==> src/rtl/bstp_pkg.sv <==
package bstp_pkg;

  // widths and lengths of the scan paths
  localparam int IR_W    = 10;
  localparam int ID_W    = 32;
  localparam int BSR_LEN = 288;
  localparam int CFG_W   = 32;

  // instruction codes
  localparam logic [IR_W-1:0] IR_EXTEST     = 10'h000;
  localparam logic [IR_W-1:0] IR_SAMPLE     = 10'h055;
  localparam logic [IR_W-1:0] IR_IDCODE     = 10'h059;
  localparam logic [IR_W-1:0] IR_ISP_ERASE  = 10'h200;
  localparam logic [IR_W-1:0] IR_ISP_PROG   = 10'h201;
  localparam logic [IR_W-1:0] IR_ISP_READ   = 10'h202;
  localparam logic [IR_W-1:0] IR_ISP_SECURE = 10'h203;
  localparam logic [IR_W-1:0] IR_BYPASS     = 10'h3ff;
  localparam logic [IR_W-1:0] IR_CAPTURE    = 10'h001;

  // identification fields, values arbitrary
  localparam logic [3:0]  ID_VERSION = 4'h1;
  localparam logic [15:0] ID_PART    = 16'h5a5a;
  localparam logic [10:0] ID_MAKER   = 11'h2a5;
  localparam logic        ID_FIXED   = 1'h1;
  localparam logic [ID_W-1:0] ID_VALUE = {ID_VERSION, ID_PART, ID_MAKER, ID_FIXED};

  // erased nonvolatile contents
  localparam logic [CFG_W-1:0] CFG_ERASED = 32'hffff_ffff;

  typedef enum logic [3:0] {
    ST_RESET   = 4'h0, ST_IDLE    = 4'h1, ST_SEL_DR  = 4'h2, ST_CAP_DR  = 4'h3,
    ST_SH_DR   = 4'h4, ST_EX1_DR  = 4'h5, ST_PAU_DR  = 4'h6, ST_EX2_DR  = 4'h7,
    ST_UPD_DR  = 4'h8, ST_SEL_IR  = 4'h9, ST_CAP_IR  = 4'ha, ST_SH_IR   = 4'hb,
    ST_EX1_IR  = 4'hc, ST_PAU_IR  = 4'hd, ST_EX2_IR  = 4'he, ST_UPD_IR  = 4'hf
  } bstp_state_t;

  typedef enum logic [1:0] {
    DR_BYP = 2'h0, DR_ID = 2'h1, DR_BSR = 2'h2, DR_CFG = 2'h3
  } bstp_dr_t;

  typedef struct packed {
    logic tck;
    logic tms;
    logic tdi;
  } bstp_tap_in_t;

  typedef struct packed {
    logic tdo;
    logic tdo_oe;
  } bstp_tap_out_t;

endpackage

==> src/rtl/bstp_chain.sv <==
`timescale 1ns/1ps
`default_nettype none
module bstp_chain (
  // clock and reset
  input  wire logic                            mclk_in,
  input  wire logic                            sys_rst_in,
  // scan control from the controller
  input  wire logic                            cap_in,
  input  wire logic                            shift_in,
  input  wire logic                            upd_in,
  input  wire logic                            tdi_in,
  input  wire logic                            extest_in,
  input  wire logic                            hiz_in,
  // pins and core
  input  wire logic [bstp_pkg::BSR_LEN-1:0]    pin_in,
  input  wire logic [bstp_pkg::BSR_LEN-1:0]    core_out_in,
  input  wire logic [bstp_pkg::BSR_LEN-1:0]    core_oe_in,
  // results
  output logic                                 so_out,
  output logic [bstp_pkg::BSR_LEN-1:0]         pin_out,
  output logic [bstp_pkg::BSR_LEN-1:0]         pin_oe_out,
  output logic                                 pin_pu_out
);
  import bstp_pkg::*;

  typedef struct packed {
    logic [BSR_LEN-1:0] pin_s1;
    logic [BSR_LEN-1:0] pin_s2;
    logic [BSR_LEN-1:0] sh;
    logic [BSR_LEN-1:0] upd;
    logic [BSR_LEN-1:0] pout;
    logic [BSR_LEN-1:0] poe;
    logic               pu;
  } bstp_chain_st_t;

  bstp_chain_st_t r;
  bstp_chain_st_t n;

  ////////////////////////////////////////////////////////////////////////////
  // capture pins, shift toward the lsb, update the output latches
  always_comb begin
    n = r;
    n.pin_s1 = pin_in;
    n.pin_s2 = r.pin_s1;
    if (cap_in) begin
      n.sh = r.pin_s2;
    end else if (shift_in) begin
      n.sh = {tdi_in, r.sh[BSR_LEN-1:1]};
    end
    if (upd_in) begin
      n.upd = r.sh;
    end
    // isp wins over everything so the board never sees a half-driven pin
    n.pu = hiz_in;
    if (hiz_in) begin
      n.pout = '0;
      n.poe  = '0;
    end else if (extest_in) begin
      n.pout = r.upd;
      n.poe  = '1;
    end else begin
      n.pout = core_out_in;
      n.poe  = core_oe_in;
    end
  end

  always_ff @(posedge mclk_in) begin
    if (sys_rst_in) begin
      r <= '0;
    end else begin
      r <= n;
    end
  end

  assign so_out     = r.sh[0];
  assign pin_out    = r.pout;
  assign pin_oe_out = r.poe;
  assign pin_pu_out = r.pu;
endmodule
`default_nettype wire

==> src/rtl/bstp_port.sv <==
// Behaviour
// The instruction register is 10 bits and shifts from TDI to TDO.
// Sample/preload captures pin levels without disturbing the core and preloads a pattern.
// External test drives the updated pattern on pins and captures the pin inputs.
// Bypass puts one stage between TDI and TDO, shifting in step with TCK.
// The identification instruction shifts the identification register out on TDO.
// The boundary-scan chain length is fixed per variant, 288 here.
// Without boundary-scan support, external test and sample/preload select bypass.
// The identification word is version, part number, maker and a final fixed bit.
// The identification lsb is one and leaves TDO first.
// With the test port disabled the four port pins are released to the user.
// Programming instructions write the nonvolatile contents serially.
// With the security bit set no readout of programmed contents is given.
// Security bit and contents stay until a full erase, which alone clears security; sys_rst_in here also clears security and erases contents.
// During programming all user pins float with a weak pull-up.
// A sixteen-state controller runs on TCK, TDO moves on the falling edge, off outside shift.
`timescale 1ns/1ps
`default_nettype none
module bstp_port #(
  parameter bit BST_ON = 1'b1
) (
  // clock and reset
  input  wire logic                            mclk_in,
  input  wire logic                            sys_rst_in,
  // test port pins and enable from configuration
  input  wire bstp_pkg::bstp_tap_in_t          tap_in,
  input  wire logic                            tap_en_in,
  // user pins and core
  input  wire logic [bstp_pkg::BSR_LEN-1:0]    pin_in,
  input  wire logic [bstp_pkg::BSR_LEN-1:0]    core_out_in,
  input  wire logic [bstp_pkg::BSR_LEN-1:0]    core_oe_in,
  // outputs
  output bstp_pkg::bstp_tap_out_t              tap_out,
  output logic                                 tap_released_out,
  output logic                                 secure_out,
  output logic [bstp_pkg::BSR_LEN-1:0]         pin_out,
  output logic [bstp_pkg::BSR_LEN-1:0]         pin_oe_out,
  output logic                                 pin_pu_out
);
  import bstp_pkg::*;

  typedef struct packed {
    logic             tck_s1, tck_s2, tck_s3;
    logic             tms_s1, tms_s2;
    logic             tdi_s1, tdi_s2;
    logic             en_s1, en_s2;
    bstp_state_t      st;
    logic [IR_W-1:0]  ir_sh;
    logic [IR_W-1:0]  ir;
    logic             byp;
    logic [ID_W-1:0]  id_sh;
    logic [CFG_W-1:0] cfg_sh;
    logic [CFG_W-1:0] cfg;
    logic             secure;
    logic             tdo;
    logic             tdo_oe;
    logic             released;
  } bstp_port_st_t;

  bstp_port_st_t r;
  bstp_port_st_t n;
  logic          rise;
  logic          fall;
  bstp_dr_t      sel;
  logic          isp;
  logic          extest;
  logic          chain_so;

  ////////////////////////////////////////////////////////////////////////////
  // decode helpers
  function automatic bstp_dr_t dr_of(input logic [IR_W-1:0] ir);
    unique case (ir)
      IR_IDCODE:                           dr_of = DR_ID;
      IR_EXTEST, IR_SAMPLE:                dr_of = BST_ON ? DR_BSR : DR_BYP;
      IR_ISP_PROG, IR_ISP_READ:            dr_of = DR_CFG;
      default:                             dr_of = DR_BYP;
    endcase
  endfunction

  function automatic logic is_isp(input logic [IR_W-1:0] ir);
    is_isp = (ir == IR_ISP_ERASE) || (ir == IR_ISP_PROG) ||
             (ir == IR_ISP_READ) || (ir == IR_ISP_SECURE);
  endfunction

  function automatic bstp_state_t step(input bstp_state_t s, input logic tms);
    unique case (s)
      ST_RESET:  step = tms ? ST_RESET  : ST_IDLE;
      ST_IDLE:   step = tms ? ST_SEL_DR : ST_IDLE;
      ST_SEL_DR: step = tms ? ST_SEL_IR : ST_CAP_DR;
      ST_CAP_DR: step = tms ? ST_EX1_DR : ST_SH_DR;
      ST_SH_DR:  step = tms ? ST_EX1_DR : ST_SH_DR;
      ST_EX1_DR: step = tms ? ST_UPD_DR : ST_PAU_DR;
      ST_PAU_DR: step = tms ? ST_EX2_DR : ST_PAU_DR;
      ST_EX2_DR: step = tms ? ST_UPD_DR : ST_SH_DR;
      ST_UPD_DR: step = tms ? ST_SEL_DR : ST_IDLE;
      ST_SEL_IR: step = tms ? ST_RESET  : ST_CAP_IR;
      ST_CAP_IR: step = tms ? ST_EX1_IR : ST_SH_IR;
      ST_SH_IR:  step = tms ? ST_EX1_IR : ST_SH_IR;
      ST_EX1_IR: step = tms ? ST_UPD_IR : ST_PAU_IR;
      ST_PAU_IR: step = tms ? ST_EX2_IR : ST_PAU_IR;
      ST_EX2_IR: step = tms ? ST_UPD_IR : ST_SH_IR;
      ST_UPD_IR: step = tms ? ST_SEL_DR : ST_IDLE;
    endcase
  endfunction

  ////////////////////////////////////////////////////////////////////////////
  // tck edges are found from the second and third sync stages only
  assign rise   = r.tck_s2 && !r.tck_s3;
  assign fall   = !r.tck_s2 && r.tck_s3;
  assign sel    = dr_of(r.ir);
  assign isp    = is_isp(r.ir);
  assign extest = BST_ON && (r.ir == IR_EXTEST);

  ////////////////////////////////////////////////////////////////////////////
  // controller, instruction path and data paths
  always_comb begin
    n = r;
    n.tck_s1 = tap_in.tck;
    n.tck_s2 = r.tck_s1;
    n.tck_s3 = r.tck_s2;
    n.tms_s1 = tap_in.tms;
    n.tms_s2 = r.tms_s1;
    n.tdi_s1 = tap_in.tdi;
    n.tdi_s2 = r.tdi_s1;
    n.en_s1  = tap_en_in;
    n.en_s2  = r.en_s1;
    if (!r.en_s2) begin
      // port pins belong to the user; the controller sits in reset
      n.st       = ST_RESET;
      n.ir       = IR_IDCODE;
      n.tdo_oe   = 1'b0;
      n.released = 1'b1;
    end else begin
      n.released = 1'b0;
      if (rise) begin
        n.st = step(r.st, r.tms_s2);
        unique case (r.st)
          ST_RESET:  n.ir = IR_IDCODE;
          ST_CAP_IR: n.ir_sh = IR_CAPTURE;
          ST_SH_IR:  n.ir_sh = {r.tdi_s2, r.ir_sh[IR_W-1:1]};
          ST_UPD_IR: begin
            n.ir = r.ir_sh;
            // erase is the only instruction that clears security
            if (r.ir_sh == IR_ISP_ERASE) begin
              n.cfg    = CFG_ERASED;
              n.secure = 1'b0;
            end else if (r.ir_sh == IR_ISP_SECURE) begin
              n.secure = 1'b1;
            end
          end
          ST_CAP_DR: begin
            n.byp   = 1'b0;
            n.id_sh = ID_VALUE;
            n.cfg_sh = (r.secure || r.ir != IR_ISP_READ) ? '0 : r.cfg;
          end
          ST_SH_DR: begin
            n.byp    = r.tdi_s2;
            n.id_sh  = {r.tdi_s2, r.id_sh[ID_W-1:1]};
            n.cfg_sh = {r.tdi_s2, r.cfg_sh[CFG_W-1:1]};
          end
          ST_UPD_DR: begin
            // a secured part must be erased before it takes new contents
            if (r.ir == IR_ISP_PROG && !r.secure) begin
              n.cfg = r.cfg_sh;
            end
          end
          default: ;
        endcase
      end
      if (fall) begin
        n.tdo_oe = (r.st == ST_SH_DR) || (r.st == ST_SH_IR);
        if (r.st == ST_SH_IR) begin
          n.tdo = r.ir_sh[0];
        end else begin
          unique case (sel)
            DR_ID:   n.tdo = r.id_sh[0];
            DR_BSR:  n.tdo = chain_so;
            DR_CFG:  n.tdo = r.cfg_sh[0];
            DR_BYP:  n.tdo = r.byp;
          endcase
        end
      end
    end
  end

  always_ff @(posedge mclk_in) begin
    if (sys_rst_in) begin
      r        <= '0;
      // enable sync starts as in use, so no false release pulse follows reset
      r.en_s1  <= 1'b1;
      r.en_s2  <= 1'b1;
      r.st     <= ST_RESET;
      r.ir     <= IR_IDCODE;
      r.cfg    <= CFG_ERASED;
    end else begin
      r <= n;
    end
  end

  ////////////////////////////////////////////////////////////////////////////
  // boundary-scan cells and user pin drivers
  bstp_chain u_chain (
    .mclk_in     (mclk_in),
    .sys_rst_in  (sys_rst_in),
    .cap_in      (rise && r.en_s2 && r.st == ST_CAP_DR && sel == DR_BSR),
    .shift_in    (rise && r.en_s2 && r.st == ST_SH_DR && sel == DR_BSR),
    .upd_in      (rise && r.en_s2 && r.st == ST_UPD_DR && sel == DR_BSR),
    .tdi_in      (r.tdi_s2),
    .extest_in   (extest),
    .hiz_in      (isp),
    .pin_in      (pin_in),
    .core_out_in (core_out_in),
    .core_oe_in  (core_oe_in),
    .so_out      (chain_so),
    .pin_out     (pin_out),
    .pin_oe_out  (pin_oe_out),
    .pin_pu_out  (pin_pu_out)
  );

  assign tap_out.tdo      = r.tdo;
  assign tap_out.tdo_oe   = r.tdo_oe;
  assign tap_released_out = r.released;
  assign secure_out       = r.secure;
endmodule
`default_nettype wire

==> config.mk <==
export PLATFORM = sky130hd
export DESIGN_NAME = bstp_port
export DESIGN_NICKNAME = d
export VERILOG_FILES = /design/src/rtl/bstp_pkg.sv /design/src/rtl/bstp_chain.sv /design/src/rtl/bstp_port.sv
export SDC_FILE = /design/constraint.sdc
export NUM_CORES = 2
export LEC_CHECK = 0
export BUFFER_PORTS_ARGS = -buffer_cell sky130_fd_sc_hd__buf_2
export CORE_AREA = 8 8 552 554
export CTS_BUF_LIST = sky130_fd_sc_hd__clkbuf_16
export DETAILED_ROUTE_END_ITERATION = 10
export DIE_AREA = 0 0 560 562
export PLACE_DENSITY = 0.46
export SYNTH_ARGS = -nofsm -noshare
export SYNTH_HDL_FRONTEND = slang
export SYNTH_SLANG_ARGS = --single-unit
==> constraint.sdc <==
create_clock -name mclk_in -period 3.7 [get_ports mclk_in]
set_clock_uncertainty 0.2 [all_clocks]
set_input_delay 0.74 -clock mclk_in [delete_from_list [all_inputs] [get_ports mclk_in]]
set_output_delay 0.74 -clock mclk_in [all_outputs]
set_load 0.005 [all_outputs]
# Word level (Yosys, flattened, before mapping)
# Index checks and enable logic that the tools add are counted.
# word_totals
ff_bits,1863
inputBits,870
out_inout_bits,581
wordCells,126
# op_classes
eq_ne,29
n_mux,29
n_bitwise,1
reduce_logical,40
# op_table
op,n
2-to-1 mux 288 bit,2
2-to-1 mux 576 bit,1
one-hot mux 65 bit (2 select lines),1
2-to-1 mux 32 bit,3
one-hot mux 32 bit (2 select lines),1
== test 10 bit (second input constant),6
one-hot mux 4 bit (12 select lines),1
one-hot mux 10 bit (2 select lines),2
== test 4 bit (second input constant),8
== test 10 x 7 -> 1 bit (second input constant),2
== test 4 x 3 -> 1 bit (second input constant),4
2-to-1 mux 4 bit,4
nonzero test 2 bit,6
OR reduction 2 bit,6
logical AND 1 bit,10
zero test 10 bit,1
inequality test 10 bit (second input constant),1
== test 4 x 2 -> 1 bit (second input constant),2
2-to-1 mux 1 bit,7
2-to-1 mux 2 bit,3
2-to-1 mux 3 bit,2
one-hot mux 2 bit (3 select lines),1
AND reduction 3 bit,2
logical OR 1 bit,5
other kinds (13),18

# Logic depth before layout (Yosys ltp)
# depth
ltp_word,7
depth_mapped,10
depth_no_buf,5

# Modules after synthesis
# From an unflattened synthesis, not the netlist that was laid out.
# unflattened
cells_unflattened,6494
hier_area_um2,66876.6
# by_module_without_submodules
mod,n_inst,cells_per_inst,area_per_inst_um2,seq_area_each_um2
bstp_chain,1,5859,61356.3,34613.2
bstp_port,1,635,5520.3,2662.6

# Worst setup path before layout
# No wires, ideal clock.
# synth_path
path_kind,reg-to-reg
start,register r[103] (netlist name)
end,register r (netlist bit tap_out[1])
setup_ps,117
arrival_ps,2038
required_ps,3383
path_slack_ps,1345
path_stages_with_launch,6
n_path_buf,0
synth_period_minus_slack_ps,2355
path_cell_list,dfxtp_1 -> or4_1 -> a211oi_1 -> mux2_2 -> or4_1 -> a32o_1
# synth_between
elab_chain_cells,6
word_cells_on_any_way,14
cone_classes,7 x eq/ne; 3 x mux; 4 x reduce/logical
# synth_lines
element,line_no,text
from (decl),bstp_port.sv:60,bstp_port_st_t r;
from (signal assigned),bstp_port.sv:196,r <= n;
"== test 10 bit, or another cell as far along",bstp_port.sv:72,unique case (ir)
OR reduction 2 bit,bstp_port.sv:72,
one-hot mux 2 bit (3 select lines) (*),bstp_port.sv:72,
"== test 2 bit, or another cell as far along",bstp_port.sv:175,unique case (sel)
one-hot mux 1 bit (4 select lines) (*),bstp_port.sv:175,
2-to-1 mux 1 bit (*),bstp_port.sv:172,if (r.st == ST_SH_IR) begin
# Mark *: on every way between the ends. The rest lies on a longest branch, timed or not.
# A chain may end at the register's enable or synchronous reset.

# Worst setup path after layout
# layout_path
start,register r[103] (netlist name)
end,register u_chain.r[642] (netlist name)
# layout_between
elab_chain_cells,5
word_cells_on_any_way,10
cone_classes,5 x eq/ne; 1 x mux; 4 x reduce/logical
# layout_lines
element,line_no,text
"== test 10 bit, or another cell as far along",bstp_port.sv:72,
OR reduction 2 bit,bstp_port.sv:72,
one-hot mux 2 bit (3 select lines) (*),bstp_port.sv:72,
== test 2 bit (*),bstp_port.sv:207,".upd_in (rise && r.en_s2 && r.st == ST_UPD_DR && sel == DR_BSR),"
logical AND 1 bit (*),bstp_port.sv:207,
to (signal assigned),bstp_chain.sv:71,r <= n;
to (decl),bstp_chain.sv:36,bstp_chain_st_t r;
# Marks and branches as above.

==> summary.md <==
| Metric | Value |
|---|---|
| Status | `complete, no violations` |
| Reg2Reg Setup Slack | `between 500 and 600 ps` |
| Peak supply drop | `0.0003900 V` |
| Initial Utilization | `22.12%` |
| Async set-or-reset flop fraction in the synthesized netlist | `0%` |
| Drt pass-1 iters | `5` |
| Switching share of power | `a little under a quarter` |
| Hpwl dp | `~210000 um` |
| Setup violations, final | `0` |
| Arrival time worst endpoint | `3580 ps` |
| Vias | `between 50000 and 60000` |
| Hold slack | `76.25 ps` |
| Gr usage total | `16.74%` |
| Final ANT Viol Nets | `0` |
| Sequential area share after synthesis | `~57%` |
| Post-synth top area share | `a little under three fifths` |
| Post-CTS sizing | `0` |
| Net Count, Synth | `7964` |
| Final net count | `9537` |
| Clock-pin slew on the worst setup and hold paths | `60 ps` |
| DRC | `0` |
| DR WL/cell | `21.82 um` |
| Unrepaired setup endpoints after global routing | `false` |
| Post-synth cell types | `56` |
| Max_cap viols | `0` |
| Maximum clock frequency | `317.7 MHz` |
| Initial antenna violation count | `between 40 and 50` |
| Largest net degree at the start of global routing | `226` |
| Synth Warn # | `0` |
| PD cells | `504.6 mW/mm^2` |
| Sequential Power Share | `47.2%` |
| Max H-tree Level | `4` |
| Setup_tns | `0 ps` |
| Clock root buffer | `clkbuf_16` |
| # hold bufs at CTS | `approximately 830` |
| CTS Buf Count | `roughly 210` |
| Core region area | `0.2958 mm^2` |
| Slew margin rel. | `18.96%` |
| Post-Syn Area | `0.06543 mm^2` |
| Slew @ Worst Pin | `1216 ps` |
| Vias per cell | `4.179` |
| First-pass GRT wire length | `~390000 um` |
| Synthesized area per cell | `9.223 um^2` |
| Skew-Pair Late Insertion Delay | `880 ps` |
| HP Class | `in2reg` |
| Die Ht | `562 um` |
| CP Max Fanout | `93` |
| Crit Path Category | `reg2reg` |
| Clock buffer depth | `4` |
| Synth area leader | `dfxtp_1` |
| DR iter-0 viols | `3838` |
| Logic pwr share | `6.9%` |
| Post-Route WL | `279100 um` |
| Vias in the first global route | `roughly 54000` |
| Final Core Density | `29.73%` |
| Largest cells by area after synthesis | `dfxtp_1, buf_4, nand2_1` |
| Synthesized flop and latch total | `1862` |
| # IOs | `1451` |
| Crit share post-route | `~85%` |
| LEAKAGE | `0.03477 uW` |
| CTS tree | `done` |
| Hold Fails Final Rpt | `0` |
| Critical path capture point type | `register` |
| Post-CTS setup buffer count | `0` |
| Layout area overhead | `34.43%` |
| Setup crit start kind | `register` |
| Switching power | `10630 uW` |
| P_int | `33750 uW` |
| GP Congestion | `0.9630` |
| # clock sinks | `approximately 1900` |
| Die width | `approximately 560 um` |
| Primary FF master, synth | `dfxtp_1` |
| Die area | `0.3147 mm^2` |
| Row cnt | `200` |
| EDFF count, synth | `0` |
| Overflow after GRT | `0` |
| Power share of the clock group | `45.9%` |
| Worst endpoint required time | `4130 ps` |
| PortBufs | `between 1000 and 1500` |
| Final Critical Period | `between 3000 and 4000 ps` |
| Syn Inst Count | `7094` |
| Pins over their slew limit | `0` |
| Ratio of cells with drive above 1 in the final layout | `between 20% and 30%` |
==> cell usage in the layout, fill, tap and decap left out, drive strengths merged, types with 2 or more instances in the layout <==
cell type	count
nand2	1171
nor4b	2
nand2b	4
clkinv	113
nand4	3
clkbuf	212
diode	24
a211o	2
a221oi	33
a32o	2
nor2b	589
o221a	15
or4b	2
nor4	5
bufinv	16
mux2i	288
o21ai	38
o22ai	3
a22oi	25
or2	4
dlygate4sd3	827
inv	36
a211oi	292
nor2	935
a21oi	590
nand3b	2
buf	1615
or3	3
o211ai	2
o32ai	34
nand3	10
clkinvlp	6
a2111oi	2
or4	2
a31oi	2
o41ai	2
nor3	70
dfxtp	1862
==> layout make-up <==
class	instances	area, um^2
fillers	31100	207800
flip-flops and latches	1862	37280
multi-input cells	4144	21690
repair buffers	2442	17280
clock buffers	212	5305
well taps	3939	4928
clock inverters	166	1393
diodes	24	60.06
inverters	5	18.77
==> registers in the layout (all words and copies together) (netlist names) <==
signal,cells
n,5
tap_out,2
secure_out,1
r,124
u_chain.n,288
u_chain.pin_out,288
u_chain.pin_oe_out,288
u_chain.r,863
u_chain.so_out,1
tap_released_out,1
u_chain.pin_pu_out,1
==> power groups by stage <==
stage | registers (uW) | clock network (uW) | logic [uW]
after floorplan | 21200 | 0 | 1250
after global placement | 21400 | 0 | 2310
after detailed placement | 21400 | 0 | 2310
after CTS | 20900 | 21000 | 3100
after global routing | 21000 | 21900 | 3260
final | 20900 | 20400 | 3060
==> metal layers <==
| layer | share of wire [%] | track usage (%) |
|---|---|---|
| met1 | 43 | 21.09 |
| met2 | 47 | 28.56 |
| met3 | 5.5 | 3.271 |
| met4 | 3.7 | 5.782 |
| met5 | 0.0097 | 0 |
==> critical path, cell delays in order, from the launching register on <==
cell	delay [ps]
dfxtp_1	340
nor4_1	440
nand4b_1	550
a211o_4	640
buf_12	240
nand2_1	200
a21oi_1	80
==> path summary, 6_finish.rpt <==
kind / start / endpoint / cells after the start
max: r[103] / u_chain.r[642] / 6
min: core_out_in[65] / u_chain.pin_out[65] / 3
max reg2reg: r[103] / u_chain.r[642] / 6
min reg2reg: n[125] / r[125] / 1
==> cells by family after synthesis <==
kind of cell | Yosys count | share of synthesized area, %
compound gates | 1046 | 9.836
mux | 289 | 4.423
flops | 1862 | 56.97
simple gates | 2808 | 18.75
xor+xnor | 1 | 0.01339
buf+inv | 1088 | 10.00
==> synthesized netlist by cell type (3+ instances only) <==
cell,number
nand4_1,3
a21oi_1,589
buf_2,142
nand2b_1,4
clkbuf_1,322
o22ai_1,3
nand2_1,1171
buf_1,14
a211oi_1,292
nor2_1,934
a22oi_1,25
o221a_2,15
o21ai_0,8
or3_1,3
buf_6,3
o32ai_1,34
mux2i_1,288
nor3_1,70
nand3_1,10
nor2b_1,589
o21ai_1,30
buf_4,602
dfxtp_1,1862
a221oi_1,33
inv_1,4
==> metrics by stage <==
step	total power (uW)	instance area, um^2	std cells	setup slack [ps]
after floorplan	22480	65430	7094	1345
after global placement	23680	72910	11570	694.6
after detailed placement	23680	72910	11570	638.8
after CTS	45020	87890	12770	590.7
after global routing	46090	87910	12780	372.4
final	44380	87950	12790	552.7
(Power assumes the default switching activity.)
